[src/verilog/berr_consts.svh]
// Register offsets, field positions, reset values and limits of the PRBS error-rate tester.
// Assumes byte addressing on a 32-bit APB bus, one aligned word per register.
`ifndef BERR_CONSTS_SVH
`define BERR_CONSTS_SVH

// =====================================================================
// Register byte offsets
`define BERR_ADDR_W 8
`define BERR_OFF_CTRL 8'h00
`define BERR_OFF_L_TX_START 8'h04
`define BERR_OFF_L_TX_LEN 8'h08
`define BERR_OFF_L_RX_START 8'h0C
`define BERR_OFF_L_RX_LEN 8'h10
`define BERR_OFF_L_COUNT 8'h14
`define BERR_OFF_B_TX_START 8'h18
`define BERR_OFF_B_TX_LEN 8'h1C
`define BERR_OFF_B_RX_START 8'h20
`define BERR_OFF_B_RX_LEN 8'h24
`define BERR_OFF_B_COUNT 8'h28
`define BERR_OFF_INT_STATUS 8'h2C
`define BERR_OFF_INT_MASK 8'h30
`define BERR_OFF_LOCK 8'h34

// =====================================================================
// Control register fields (port 0 local, port 1 backplane)
`define BERR_CTRL_W 6
`define BERR_CTRL_TX_LSB 0
`define BERR_CTRL_RX_LSB 2
`define BERR_CTRL_LONG_LSB 4

// Start register: channel in the low field, stream above it
`define BERR_CHAN_LSB 0
`define BERR_STREAM_LSB 9

// Interrupt status layout: three events per port
`define BERR_EV_PER_PORT 3
`define BERR_EV_LOCK 0
`define BERR_EV_ERR 1
`define BERR_EV_SAT 2

// =====================================================================
// Reset values
`define BERR_CTRL_RST 6'h00
`define BERR_START_RST 14'h0000
`define BERR_LEN_RST 9'h000
`define BERR_MASK_RST 6'h00
`define BERR_STATUS_RST 6'h00

// Sequence lengths
`define BERR_SHORT_LEN 15
`define BERR_LONG_LEN 23

`endif

[src/verilog/berr_pkg.sv]
// Types shared by the PRBS error-rate tester and its surroundings.
// Assumes the switch core supplies per-bit slot timing on the tester clock.
package berr_pkg;

   localparam int BERR_STREAM_W = 5;
   localparam int BERR_CHAN_W = 9;
   localparam int BERR_LFSR_W = 23;

   // One bit time of a serial stream, as seen by the switch core
   typedef struct packed {
      logic valid;
      logic [BERR_STREAM_W-1:0] stream;
      logic [BERR_CHAN_W-1:0] channel;
      logic data;
   } berr_slot_type;

   // What the tester asks of the output path of one port
   typedef struct packed {
      logic insert;
      logic data;
      logic ignore_cm;
      logic switch_blocked;
   } berr_tx_type;

endpackage

[src/verilog/berr_tester.sv]
// PRBS bit error rate tester for the local and backplane ports of a time-slot switch.
// Assumes the switch core presents slot timing and received bits on pclk, one bit per valid cycle.
// Functional notes
// Two independent testers, local and backplane, each with transmitter and receiver.
// Transmit and receive enables are independent, allowing any port-to-port combination.
// Transmitter generates a maximal-length sequence of period 2^15-1 or 2^23-1.
// Pattern goes on one output stream from start channel through length channels.
// Receiver checks one input stream over start channel plus length channels.
// Receiver searches for the seed, declares lock, counts nothing before lock.
// After lock every bit is compared; each mismatch increments a 16-bit counter.
// The error counter saturates at all ones and never wraps.
// Control register holds separate transmit and receive enables for both ports.
// Per port, transmit start holds stream and channel; transmit length the count.
// Per port, receive start holds stream and channel; receive length the count.
// Per port, a count register shows the error counter to software.
// Transmit window channels ignore connection memory source and message bits.
// Software sets channel output enables high for the transmit window channels.
// Receive channels ignore input delay; software adds the delay to the start.
// While transmitting, other channels of that port carry undefined data.
// Polynomials x^15+x^14+1 and x^23+x^18+1, identical in transmitter and receiver.
// Counter and lock clear on receive enable rising, and on reset.
`include "berr_consts.svh"
`timescale 1ns/100ps
`default_nettype none

module berr_tester #(
   parameter int COUNT_W = 16 // Error counter width
) (
   input wire logic pclk, // Bus and core clock, 100 MHz
   input wire logic presetn, // Asynchronous reset, active low
   input wire logic psel, // APB select
   input wire logic penable, // APB access phase
   input wire logic pwrite, // APB direction, high for write
   input wire logic [`BERR_ADDR_W-1:0] paddr, // APB byte address
   input wire logic [31:0] pwdata, // APB write data
   output logic [31:0] prdata, // APB read data
   output logic pready, // APB ready
   output logic pslverr, // APB error, unmapped address
   output logic irq, // Level interrupt
   input wire berr_pkg::berr_slot_type local_tx_slot, // Local output bit timing
   input wire berr_pkg::berr_slot_type local_rx_slot, // Local input bit and timing
   input wire berr_pkg::berr_slot_type bp_tx_slot, // Backplane output bit timing
   input wire berr_pkg::berr_slot_type bp_rx_slot, // Backplane input bit and timing
   output berr_pkg::berr_tx_type local_tx_out, // Local output override
   output berr_pkg::berr_tx_type bp_tx_out // Backplane output override
);
   import berr_pkg::*;

   // =====================================================================
   // Elaboration checks
   // The count register is one 32-bit word and 16 bits is the documented width
   if (COUNT_W < 1 || COUNT_W > 16) begin : g_bad_count
      $error("COUNT_W must lie between 1 and 16");
   end

   localparam int NPORT = 2;
   localparam int NEV = NPORT * `BERR_EV_PER_PORT;
   localparam logic [COUNT_W-1:0] CNT_MAX = '1;
   localparam logic [BERR_LFSR_W-1:0] MASK_SHORT = 23'h00_7FFF;
   localparam logic [BERR_LFSR_W-1:0] MASK_LONG = 23'h7F_FFFF;

   // =====================================================================
   // Functions
   // Next bit of either sequence from a window whose top bit is the oldest
   function automatic logic prbs_next(input logic [BERR_LFSR_W-1:0] st, input logic long_mode);
      logic b;
      b = long_mode ? (st[`BERR_LONG_LEN-1] ^ st[17]) : (st[`BERR_SHORT_LEN-1] ^ st[13]);
      return b;
   endfunction

   // Slot falls inside stream/start/length window
   function automatic logic in_window(input berr_slot_type s, input logic [13:0] start,
                                      input logic [8:0] len);
      logic [BERR_CHAN_W:0] last;
      logic [BERR_CHAN_W-1:0] first;
      first = start[`BERR_STREAM_LSB-1:`BERR_CHAN_LSB];
      last = {1'b0, first} + {1'b0, len};
      return (s.stream == start[13:`BERR_STREAM_LSB]) && (s.channel >= first) &&
             ({1'b0, s.channel} <= last);
   endfunction

   // =====================================================================
   // Register storage
   logic [`BERR_CTRL_W-1:0] ctrl;
   logic [13:0] tx_start [NPORT];
   logic [8:0] tx_len [NPORT];
   logic [13:0] rx_start [NPORT];
   logic [8:0] rx_len [NPORT];
   logic [NEV-1:0] int_status;
   logic [NEV-1:0] int_mask;
   logic [COUNT_W-1:0] err_cnt [NPORT];
   logic [NPORT-1:0] locked;
   wire [NEV-1:0] events;

   // Port-indexed views of the slot and output structs
   berr_slot_type tx_slot [NPORT];
   berr_slot_type rx_slot [NPORT];
   berr_tx_type tx_out [NPORT];
   assign tx_slot[0] = local_tx_slot;
   assign tx_slot[1] = bp_tx_slot;
   assign rx_slot[0] = local_rx_slot;
   assign rx_slot[1] = bp_rx_slot;
   assign local_tx_out = tx_out[0];
   assign bp_tx_out = tx_out[1];

   // =====================================================================
   // APB decode
   // Zero wait states: pready rises in the first access cycle
   wire setup_phase = psel & ~penable;
   wire wr_now = psel & penable & pready & pwrite;
   wire [`BERR_ADDR_W-1:0] a = paddr;
   wire hit_ctrl = (a == `BERR_OFF_CTRL);
   wire hit_lts = (a == `BERR_OFF_L_TX_START);
   wire hit_ltl = (a == `BERR_OFF_L_TX_LEN);
   wire hit_lrs = (a == `BERR_OFF_L_RX_START);
   wire hit_lrl = (a == `BERR_OFF_L_RX_LEN);
   wire hit_lc = (a == `BERR_OFF_L_COUNT);
   wire hit_bts = (a == `BERR_OFF_B_TX_START);
   wire hit_btl = (a == `BERR_OFF_B_TX_LEN);
   wire hit_brs = (a == `BERR_OFF_B_RX_START);
   wire hit_brl = (a == `BERR_OFF_B_RX_LEN);
   wire hit_bc = (a == `BERR_OFF_B_COUNT);
   wire hit_ist = (a == `BERR_OFF_INT_STATUS);
   wire hit_imk = (a == `BERR_OFF_INT_MASK);
   wire hit_lck = (a == `BERR_OFF_LOCK);
   wire mapped = hit_ctrl | hit_lts | hit_ltl | hit_lrs | hit_lrl | hit_lc | hit_bts | hit_btl |
                 hit_brs | hit_brl | hit_bc | hit_ist | hit_imk | hit_lck;

   // Read mux, reserved bits read as zero
   logic [31:0] next_rdata;
   always_comb begin
      next_rdata = 32'h0000_0000;
      case (1'b1)
         hit_ctrl: next_rdata[`BERR_CTRL_W-1:0] = ctrl;
         hit_lts: next_rdata[13:0] = tx_start[0];
         hit_ltl: next_rdata[8:0] = tx_len[0];
         hit_lrs: next_rdata[13:0] = rx_start[0];
         hit_lrl: next_rdata[8:0] = rx_len[0];
         hit_lc: next_rdata[COUNT_W-1:0] = err_cnt[0];
         hit_bts: next_rdata[13:0] = tx_start[1];
         hit_btl: next_rdata[8:0] = tx_len[1];
         hit_brs: next_rdata[13:0] = rx_start[1];
         hit_brl: next_rdata[8:0] = rx_len[1];
         hit_bc: next_rdata[COUNT_W-1:0] = err_cnt[1];
         hit_ist: next_rdata[NEV-1:0] = int_status;
         hit_imk: next_rdata[NEV-1:0] = int_mask;
         hit_lck: next_rdata[NPORT-1:0] = locked;
         default: next_rdata = 32'h0000_0000;
      endcase
   end

   // Bus answer flops; data is captured in setup so it is stable through access
   always_ff @(posedge pclk or negedge presetn) begin
      if (!presetn) begin
         prdata <= 32'h0000_0000;
         pready <= 1'b0;
         pslverr <= 1'b0;
      end else begin
         pready <= setup_phase;
         pslverr <= setup_phase & ~mapped;
         if (setup_phase && !pwrite) begin
            prdata <= next_rdata;
         end
      end
   end

   // =====================================================================
   // Software-written configuration
   always_ff @(posedge pclk or negedge presetn) begin
      if (!presetn) begin
         ctrl <= `BERR_CTRL_RST;
         int_mask <= `BERR_MASK_RST;
         for (int p = 0; p < NPORT; p++) begin
            tx_start[p] <= `BERR_START_RST;
            tx_len[p] <= `BERR_LEN_RST;
            rx_start[p] <= `BERR_START_RST;
            rx_len[p] <= `BERR_LEN_RST;
         end
      end else if (wr_now) begin
         if (hit_ctrl) ctrl <= pwdata[`BERR_CTRL_W-1:0];
         if (hit_imk) int_mask <= pwdata[NEV-1:0];
         if (hit_lts) tx_start[0] <= pwdata[13:0];
         if (hit_ltl) tx_len[0] <= pwdata[8:0];
         if (hit_bts) tx_start[1] <= pwdata[13:0];
         if (hit_btl) tx_len[1] <= pwdata[8:0];
         if (hit_lrs) rx_start[0] <= pwdata[13:0];
         if (hit_lrl) rx_len[0] <= pwdata[8:0];
         if (hit_brs) rx_start[1] <= pwdata[13:0];
         if (hit_brl) rx_len[1] <= pwdata[8:0];
      end
   end

   // =====================================================================
   // Interrupts
   // Write one to clear; a new event in the same cycle wins over the clear
   wire [NEV-1:0] w1c = (wr_now && hit_ist) ? pwdata[NEV-1:0] : '0;
   always_ff @(posedge pclk or negedge presetn) begin
      if (!presetn) begin
         int_status <= `BERR_STATUS_RST;
         irq <= 1'b0;
      end else begin
         int_status <= (int_status & ~w1c) | events;
         irq <= |(((int_status & ~w1c) | events) & int_mask);
      end
   end

   // =====================================================================
   // Per-port transmitter and receiver
   for (genvar p = 0; p < NPORT; p++) begin : g_port
      // Independent enables per direction and port
      wire tx_en = ctrl[`BERR_CTRL_TX_LSB + p];
      wire rx_en = ctrl[`BERR_CTRL_RX_LSB + p];
      wire long_mode = ctrl[`BERR_CTRL_LONG_LSB + p];
      wire [BERR_LFSR_W-1:0] seed = long_mode ? MASK_LONG : MASK_SHORT;

      // Transmit side
      // The window is judged on stream and channel without valid so the override also covers idle bit times
      wire tx_win = in_window(tx_slot[p], tx_start[p], tx_len[p]);
      wire tx_hit = tx_en & tx_slot[p].valid & tx_win;
      logic [BERR_LFSR_W-1:0] tx_lfsr;
      wire tx_bit = long_mode ? tx_lfsr[`BERR_LONG_LEN-1] : tx_lfsr[`BERR_SHORT_LEN-1];

      // Generator restarts from the seed whenever disabled, so the seed leads every run
      always_ff @(posedge pclk or negedge presetn) begin
         if (!presetn) begin
            tx_lfsr <= MASK_LONG;
         end else if (!tx_en) begin
            tx_lfsr <= MASK_LONG;
         end else if (tx_hit) begin
            tx_lfsr <= {tx_lfsr[BERR_LFSR_W-2:0], prbs_next(tx_lfsr, long_mode)};
         end
      end

      // Output override; the core must not switch this port while blocked
      always_ff @(posedge pclk or negedge presetn) begin
         if (!presetn) begin
            tx_out[p] <= '0;
         end else begin
            tx_out[p].insert <= tx_hit;
            tx_out[p].data <= tx_bit;
            tx_out[p].ignore_cm <= tx_en & tx_win;
            tx_out[p].switch_blocked <= tx_en;
         end
      end

      // Receive side; channel numbers are raw, with no input delay applied
      wire rx_hit = rx_en & rx_slot[p].valid &
                    in_window(rx_slot[p], rx_start[p], rx_len[p]);
      logic rx_en_q;
      logic [BERR_LFSR_W-1:0] rx_hist;
      logic [BERR_LFSR_W-1:0] rx_ref;
      wire rx_rise = rx_en & ~rx_en_q;
      wire [BERR_LFSR_W-1:0] next_hist = {rx_hist[BERR_LFSR_W-2:0], rx_slot[p].data};
      wire seed_seen = ((next_hist & seed) == seed);
      wire expected = prbs_next(rx_ref, long_mode);
      wire mismatch = rx_slot[p].data ^ expected;
      wire lock_ev = rx_hit & ~locked[p] & seed_seen;
      wire err_ev = rx_hit & locked[p] & mismatch;
      wire sat_ev = err_ev & (err_cnt[p] == CNT_MAX - 1'b1);

      // Lock search, comparison and saturating count; values freeze while disabled
      always_ff @(posedge pclk or negedge presetn) begin
         if (!presetn) begin
            rx_en_q <= 1'b0;
            rx_hist <= '0;
            rx_ref <= '0;
            locked[p] <= 1'b0;
            err_cnt[p] <= '0;
         end else begin
            rx_en_q <= rx_en;
            if (rx_rise) begin
               rx_hist <= '0;
               locked[p] <= 1'b0;
               err_cnt[p] <= '0;
            end else if (rx_hit) begin
               rx_hist <= next_hist;
               if (!locked[p]) begin
                  if (seed_seen) begin
                     locked[p] <= 1'b1;
                     rx_ref <= seed;
                  end
               end else begin
                  rx_ref <= {rx_ref[BERR_LFSR_W-2:0], expected};
                  if (mismatch && err_cnt[p] != CNT_MAX) begin
                     err_cnt[p] <= err_cnt[p] + 1'b1;
                  end
               end
            end
         end
      end

      assign events[p*`BERR_EV_PER_PORT + `BERR_EV_LOCK] = lock_ev;
      assign events[p*`BERR_EV_PER_PORT + `BERR_EV_ERR] = err_ev;
      assign events[p*`BERR_EV_PER_PORT + `BERR_EV_SAT] = sat_ev;
   end

endmodule

`default_nettype wire
[config.mk]
export PLATFORM = sky130hd
export DESIGN_NAME = berr_tester
export DESIGN_NICKNAME = d
export VERILOG_FILES = /design/src/verilog/berr_pkg.sv /design/src/verilog/berr_tester.sv
export VERILOG_INCLUDE_DIRS = /design/src /design/src/verilog
export SDC_FILE = /design/constraint.sdc
export NUM_CORES = 1
export LEC_CHECK = 0
export ABC_AREA = 1
export BUFFER_PORTS_ARGS = -buffer_cell sky130_fd_sc_hd__buf_4
export CORE_ASPECT_RATIO = 1.5
export CORE_UTILIZATION = 44
export CTS_BUF_LIST = sky130_fd_sc_hd__clkbuf_4 sky130_fd_sc_hd__clkbuf_8
export DETAILED_ROUTE_END_ITERATION = 8
export PLACE_DENSITY_LB_ADDON = 0.15
export SLEW_MARGIN = 20
export SYNTH_ARGS = -nofsm -noshare
export SYNTH_HDL_FRONTEND = slang
export SYNTH_SLANG_ARGS = --single-unit
[constraint.sdc]
create_clock -name pclk -period 3.3 [get_ports pclk]
set_clock_uncertainty 0.1 [all_clocks]
set_input_delay 0.165 -clock pclk [delete_from_list [all_inputs] [get_ports pclk]]
set_output_delay 0.165 -clock pclk [all_outputs]
set_load 0.01 [all_outputs]
==> impl_metrics.prom <==
# TYPE chip_impl_metric gauge
chip_impl_metric{name="synth_area",unit="um2"} 18270
chip_impl_metric{name="cts_htree_levels",unit=""} 2
chip_impl_info{name="timing.setup.critical_path_class",value="register to register"} 1
chip_impl_metric{name="route.antenna.remaining_nets",unit=""} 0
chip_impl_metric{name="std_cell_rows",unit=""} 91
chip_impl_info{name="mostFrequentLayoutCell",value="sky130_fd_sc_hd__nand2_1"} 1
chip_impl_metric{name="fp.coreArea",unit="um2"} 40990
chip_impl_metric{name="hold-worst-slack",unit="ns"} 0.05994
chip_impl_metric{name="num_io_pins",unit=""} 152
chip_impl_metric{name="crit_required",unit="ns"} 3.69
chip_impl_metric{name="floorplan.die_area",unit="um2"} 42350
chip_impl_info{name="status",value="complete, but fails checks"} 1
chip_impl_info{name="highest_count_cells_in_the_layout_ignoring_fill_and_taps",value="619 x sky130_fd_sc_hd__nand2_1, 262 x sky130_fd_sc_hd__dfrtp_1, 220 x sky130_fd_sc_hd__buf_4, 212 x sky130_fd_sc_hd__inv_1, 159 x sky130_fd_sc_hd__nor2_1"} 1
chip_impl_metric{name="dieHeight",unit="um"} 251.5
chip_impl_metric{name="globalRoute.totalOverflow",unit=""} 0
chip_impl_metric{name="syn-instance-count",unit=""} 2368
chip_impl_metric{name="reg2reg_slack",unit="ns"} -0.17
chip_impl_metric{name="drv_slew",unit=""} 0
chip_impl_info{name="cp-start-kind",value="register"} 1
chip_impl_metric{name="seqCellArea",unit="um2"} 7791
chip_impl_metric{name="syn2layout_area_growth",unit="%"} 28.01
chip_impl_metric{name="relative_max_transition_margin",unit="%"} 35.39
chip_impl_metric{name="dp_cells",unit=""} 3021
chip_impl_metric{name="max-vdd-ir-drop",unit="V"} 0.0002318
chip_impl_metric{name="number_of_synthesized_flops_with_an_enable_pin",unit=""} 0
chip_impl_metric{name="worstSkewPairLatency",unit="ns"} 0.63
chip_impl_metric{name="p_total",unit="uW"} 8329
chip_impl_metric{name="num-nets-final",unit=""} 2854
chip_impl_metric{name="dp_hpwl",unit="um"} 41460
chip_impl_metric{name="routed_wire_length_per_instance",unit="um"} 18.05
chip_impl_metric{name="grt_antenna_before_repair",unit=""} 1
chip_impl_info{name="r2r-start",value="rx_start[14]"} 1
chip_impl_metric{name="pre_cts_ws",unit="ns"} -0.2255
chip_impl_metric{name="fin_crit_sh",unit="%"} 105.0
chip_impl_metric{name="detail_route.wirelength",unit="um"} 57450
chip_impl_metric{name="final-setup-viol-count",unit=""} 135
chip_impl_metric{name="grt_use_total",unit="%"} 27.09
chip_impl_metric{name="fin_ws",unit="ns"} -0.1663
chip_impl_metric{name="timing.final.crit_period",unit="ns"} 3.466
chip_impl_metric{name="syn_area_per_cell",unit="um2"} 7.713
chip_impl_metric{name="placer_s_final_routability_congestion_estimate",unit=""} 0.9269
chip_impl_metric{name="cts.path.max_buffers",unit=""} 3
chip_impl_metric{name="tritoncts.num_buffers",unit=""} 50
chip_impl_metric{name="detail_route.first_pass.iterations",unit=""} 5
chip_impl_metric{name="reg2regPathDepth",unit=""} 24
chip_impl_metric{name="power.density_cell_area",unit="nW/um2"} 356.2
chip_impl_metric{name="crit_arrival",unit="ns"} 3.85
chip_impl_info{name="cts_tree",value="built"} 1
chip_impl_metric{name="fmax",unit="MHz"} 288.5
chip_impl_metric{name="timing.hold.worst_path_depth",unit=""} 6
chip_impl_info{name="hold_start",value="psel"} 1
chip_impl_info{name="r2r-end",value="g_port[0].rx_ref[5]"} 1
chip_impl_metric{name="io_buffers",unit=""} 115
chip_impl_info{name="min_delay_worst_endpoint",value="pslverr"} 1
chip_impl_metric{name="finish.utilization",unit="%"} 57.04
chip_impl_metric{name="max-cap-violations",unit=""} 0
chip_impl_metric{name="timing.final.hold_violations",unit=""} 0
chip_impl_metric{name="dr_total_vias",unit=""} 16807
chip_impl_info{name="primary_ff_master_synth",value="sky130_fd_sc_hd__dfrtp_1"} 1
chip_impl_metric{name="die_width",unit="um"} 168.4
chip_impl_metric{name="multiInputGateArea",unit="um2"} 10130
chip_impl_info{name="cp_cell_sequence",value="ha_2 -> inv_2 -> fa_2 -> o21ai_2 -> nand2_1 -> nand2_1 -> a21oi_2 -> inv_1 -> a21oi_2 -> o21ai_2 -> xnor2_1 -> ha_1 -> and3_4 -> nand2_2 -> nand2_2 -> a21oi_2 -> nand2_2 -> buf_12 -> nand2_8 -> nor2_4 -> nand2_8 -> buf_12 -> nor2_1 -> a21oi_1"} 1
chip_impl_metric{name="final-instance-count-excl-fill",unit=""} 3183
chip_impl_info{name="timing.hold.worst.class",value="input pin to register"} 1
chip_impl_metric{name="postSynth.asyncResetShare",unit="%"} 100.0
chip_impl_metric{name="effective_utilization_at_floorplan",unit="%"} 44.56
chip_impl_metric{name="nFillCells",unit=""} 3829
chip_impl_info{name="cts_root_buf",value="sky130_fd_sc_hd__clkbuf_8"} 1
chip_impl_metric{name="drc",unit=""} 0
chip_impl_metric{name="grt_start_max_net_pins",unit=""} 95
chip_impl_metric{name="yosys.cell_types.count",unit=""} 59
chip_impl_metric{name="clkTransAtPathRegs",unit="ns"} 0.07
chip_impl_metric{name="drtIter0Drc",unit=""} 1163
chip_impl_metric{name="path_max_fanout",unit=""} 9
chip_impl_metric{name="drive_gt1_share",unit="%"} 25.87
chip_impl_metric{name="cts.sink_count",unit=""} 309
chip_impl_metric{name="worst_path_largest_cell_delay",unit="ns"} 0.36
chip_impl_metric{name="via_per_inst",unit=""} 5.280
chip_impl_info{name="rsz0062_at_grt",value="yes"} 1
chip_impl_metric{name="slew_at_the_pin_with_the_worst_max_slew_slack",unit="ns"} 0.9667
chip_impl_metric{name="yosysWarnings",unit=""} 0
chip_impl_metric{name="ys_seq_area_share",unit="%"} 42.65
chip_impl_info{name="timing.critical_path.slowest_stage_cell",value="sky130_fd_sc_hd__dfrtp_1"} 1
chip_impl_info{name="violations_in_the_final_reports",value="negative setup slack"} 1
chip_impl_metric{name="first_global_vias",unit=""} 16817
chip_impl_info{name="setup.worst_path.end_class",value="register"} 1
chip_impl_metric{name="number_of_synthesized_register_bits",unit=""} 309
chip_impl_metric{name="power.static_leakage",unit="uW"} 0.01130
chip_impl_metric{name="first_pass_grt_wire_length",unit="um"} 89470
layout make-up:
cell class                      instances  area share, %
Sequential cell                       309          33.32
Timing Repair inverter                  2        0.05351
Antenna cell                            1        0.01070
Tap cell                              511          2.735
Inverter                              226          3.821
Clock buffer                           74          4.115
Timing Repair Buffer                  290          11.57
Multi-Input combinational cell       1750          43.32
Clock inverter                         20          1.054
per-stage QoR:
| stage | setup TNS, ns | cell area [um2] |
|---|---|---|
| detailed placement | -20.31 | 20280 |
| global placement | -14.24 | 20280 |
| finish | -11.29 | 23380 |
| floorplan | 0 | 18330 |
| CTS | -10.84 | 22520 |
| global route | -34.72 | 23380 |
registers in the layout, indices dropped and copies added, names as in the netlist, 6 cells and up:
name	cells
ctrl	6
err_cnt	32
g_port.rx_hist	44
g_port.rx_ref	46
g_port.tx_lfsr	46
int_mask	6
int_status	6
prdata	16
rx_len	18
rx_start	28
tx_len	18
tx_start	28
critical path: cells and delay by family, from the launching register on:
family | cells | cell delay (ns)
AND/OR/NAND/NOR | 10 | 1.07
flip-flops | 1 | 0.36
buffers and inverters | 4 | 0.39
adder cells (fa/ha/maj) | 3 | 0.88
XOR/XNOR | 1 | 0.08
AO/OA/AOI/OAI | 6 | 0.46
what timing repair did:
action                                  in CTS  in global routing
pin swaps                                   23                 65
buffers inserted                            21                 17
hold buffers                                15                  0
gates resized for setup                    138                205
endpoints found under the setup margin     174                178
hold endpoints to repair                   164                  0
cloned                                      13                  9
cell usage after synthesis (3+ instances only):
| cell type | number | share of area, % |
|---|---|---|
| sky130_fd_sc_hd__a21boi_0 | 3 | 0.12 |
| sky130_fd_sc_hd__a21o_1 | 8 | 0.33 |
| sky130_fd_sc_hd__a21oi_1 | 102 | 2.8 |
| sky130_fd_sc_hd__a21oi_2 | 7 | 0.34 |
| sky130_fd_sc_hd__a221oi_1 | 6 | 0.29 |
| sky130_fd_sc_hd__a31o_2 | 3 | 0.14 |
| sky130_fd_sc_hd__buf_2 | 22 | 0.60 |
| sky130_fd_sc_hd__buf_4 | 19 | 0.78 |
| sky130_fd_sc_hd__buf_6 | 3 | 0.18 |
| sky130_fd_sc_hd__clkbuf_1 | 52 | 1.1 |
| sky130_fd_sc_hd__dfrtp_1 | 263 | 36 |
| sky130_fd_sc_hd__dfstp_2 | 46 | 6.6 |
| sky130_fd_sc_hd__fa_1 | 4 | 0.44 |
| sky130_fd_sc_hd__ha_1 | 112 | 7.7 |
| sky130_fd_sc_hd__inv_1 | 219 | 4.5 |
| sky130_fd_sc_hd__inv_2 | 4 | 0.082 |
| sky130_fd_sc_hd__nand2_1 | 711 | 15 |
| sky130_fd_sc_hd__nand2_2 | 4 | 0.14 |
| sky130_fd_sc_hd__nand2_4 | 3 | 0.18 |
| sky130_fd_sc_hd__nand3_1 | 171 | 4.7 |
| sky130_fd_sc_hd__nand3b_1 | 8 | 0.33 |
| sky130_fd_sc_hd__nand4_1 | 49 | 1.7 |
| sky130_fd_sc_hd__nor2_1 | 172 | 3.5 |
| sky130_fd_sc_hd__nor2_2 | 7 | 0.24 |
| sky130_fd_sc_hd__nor3_1 | 15 | 0.41 |
| sky130_fd_sc_hd__nor4_1 | 4 | 0.14 |
| sky130_fd_sc_hd__o2111ai_1 | 5 | 0.24 |
| sky130_fd_sc_hd__o211ai_1 | 3 | 0.12 |
| sky130_fd_sc_hd__o21a_1 | 10 | 0.41 |
| sky130_fd_sc_hd__o21ai_0 | 189 | 5.2 |
| sky130_fd_sc_hd__o22ai_1 | 8 | 0.27 |
| sky130_fd_sc_hd__o31ai_1 | 4 | 0.16 |
| sky130_fd_sc_hd__or2_2 | 38 | 1.3 |
| sky130_fd_sc_hd__xnor2_1 | 17 | 0.82 |
| sky130_fd_sc_hd__xor2_1 | 42 | 2.0 |
cell families (layout without fill, tap and decap cells):
family                   after synthesis  in the layout  synth area share [%]
flip-flops                           309            309                 42.65
AND/OR/NAND/NOR                     1194           1197                 27.82
other                                  1             17               0.02053
adder cells (fa/ha/maj)              116            116                 8.111
XOR/XNOR                              59             59                 2.829
buffers and inverters                327            612                 7.487
AO/OA/AOI/OAI                        362            362                 11.08
power by group:
group	switching, uW	internal [uW]
Clock	1670	2280
Combinational	337	219
Sequential	15.3	3810
layer usage:
layer	routed length (um)	global-route usage (%)
met5	0	0
met4	2666	13.38
met3	1937	2.588
met2	30110	49.41
met1	22740	31.55
worst max-delay path by stage:
stage	start	end	slack, ns	cells after the start
after global routing	rx_start[14]	g_port[0].rx_ref[13]	-0.31	24
final	rx_start[14]	g_port[0].rx_ref[5]	-0.17	24
after detailed placement	tx_start[0]	g_port[1].tx_lfsr[4]	-0.23	19
after global placement	tx_start[0]	g_port[1].tx_lfsr[8]	-0.18	19
after floorplan	rx_start[3]	err_cnt[10]	0.01	22
after CTS	rx_len[9]	g_port[0].rx_ref[6]	-0.17	24
Power figures use the tool's default switching activity.
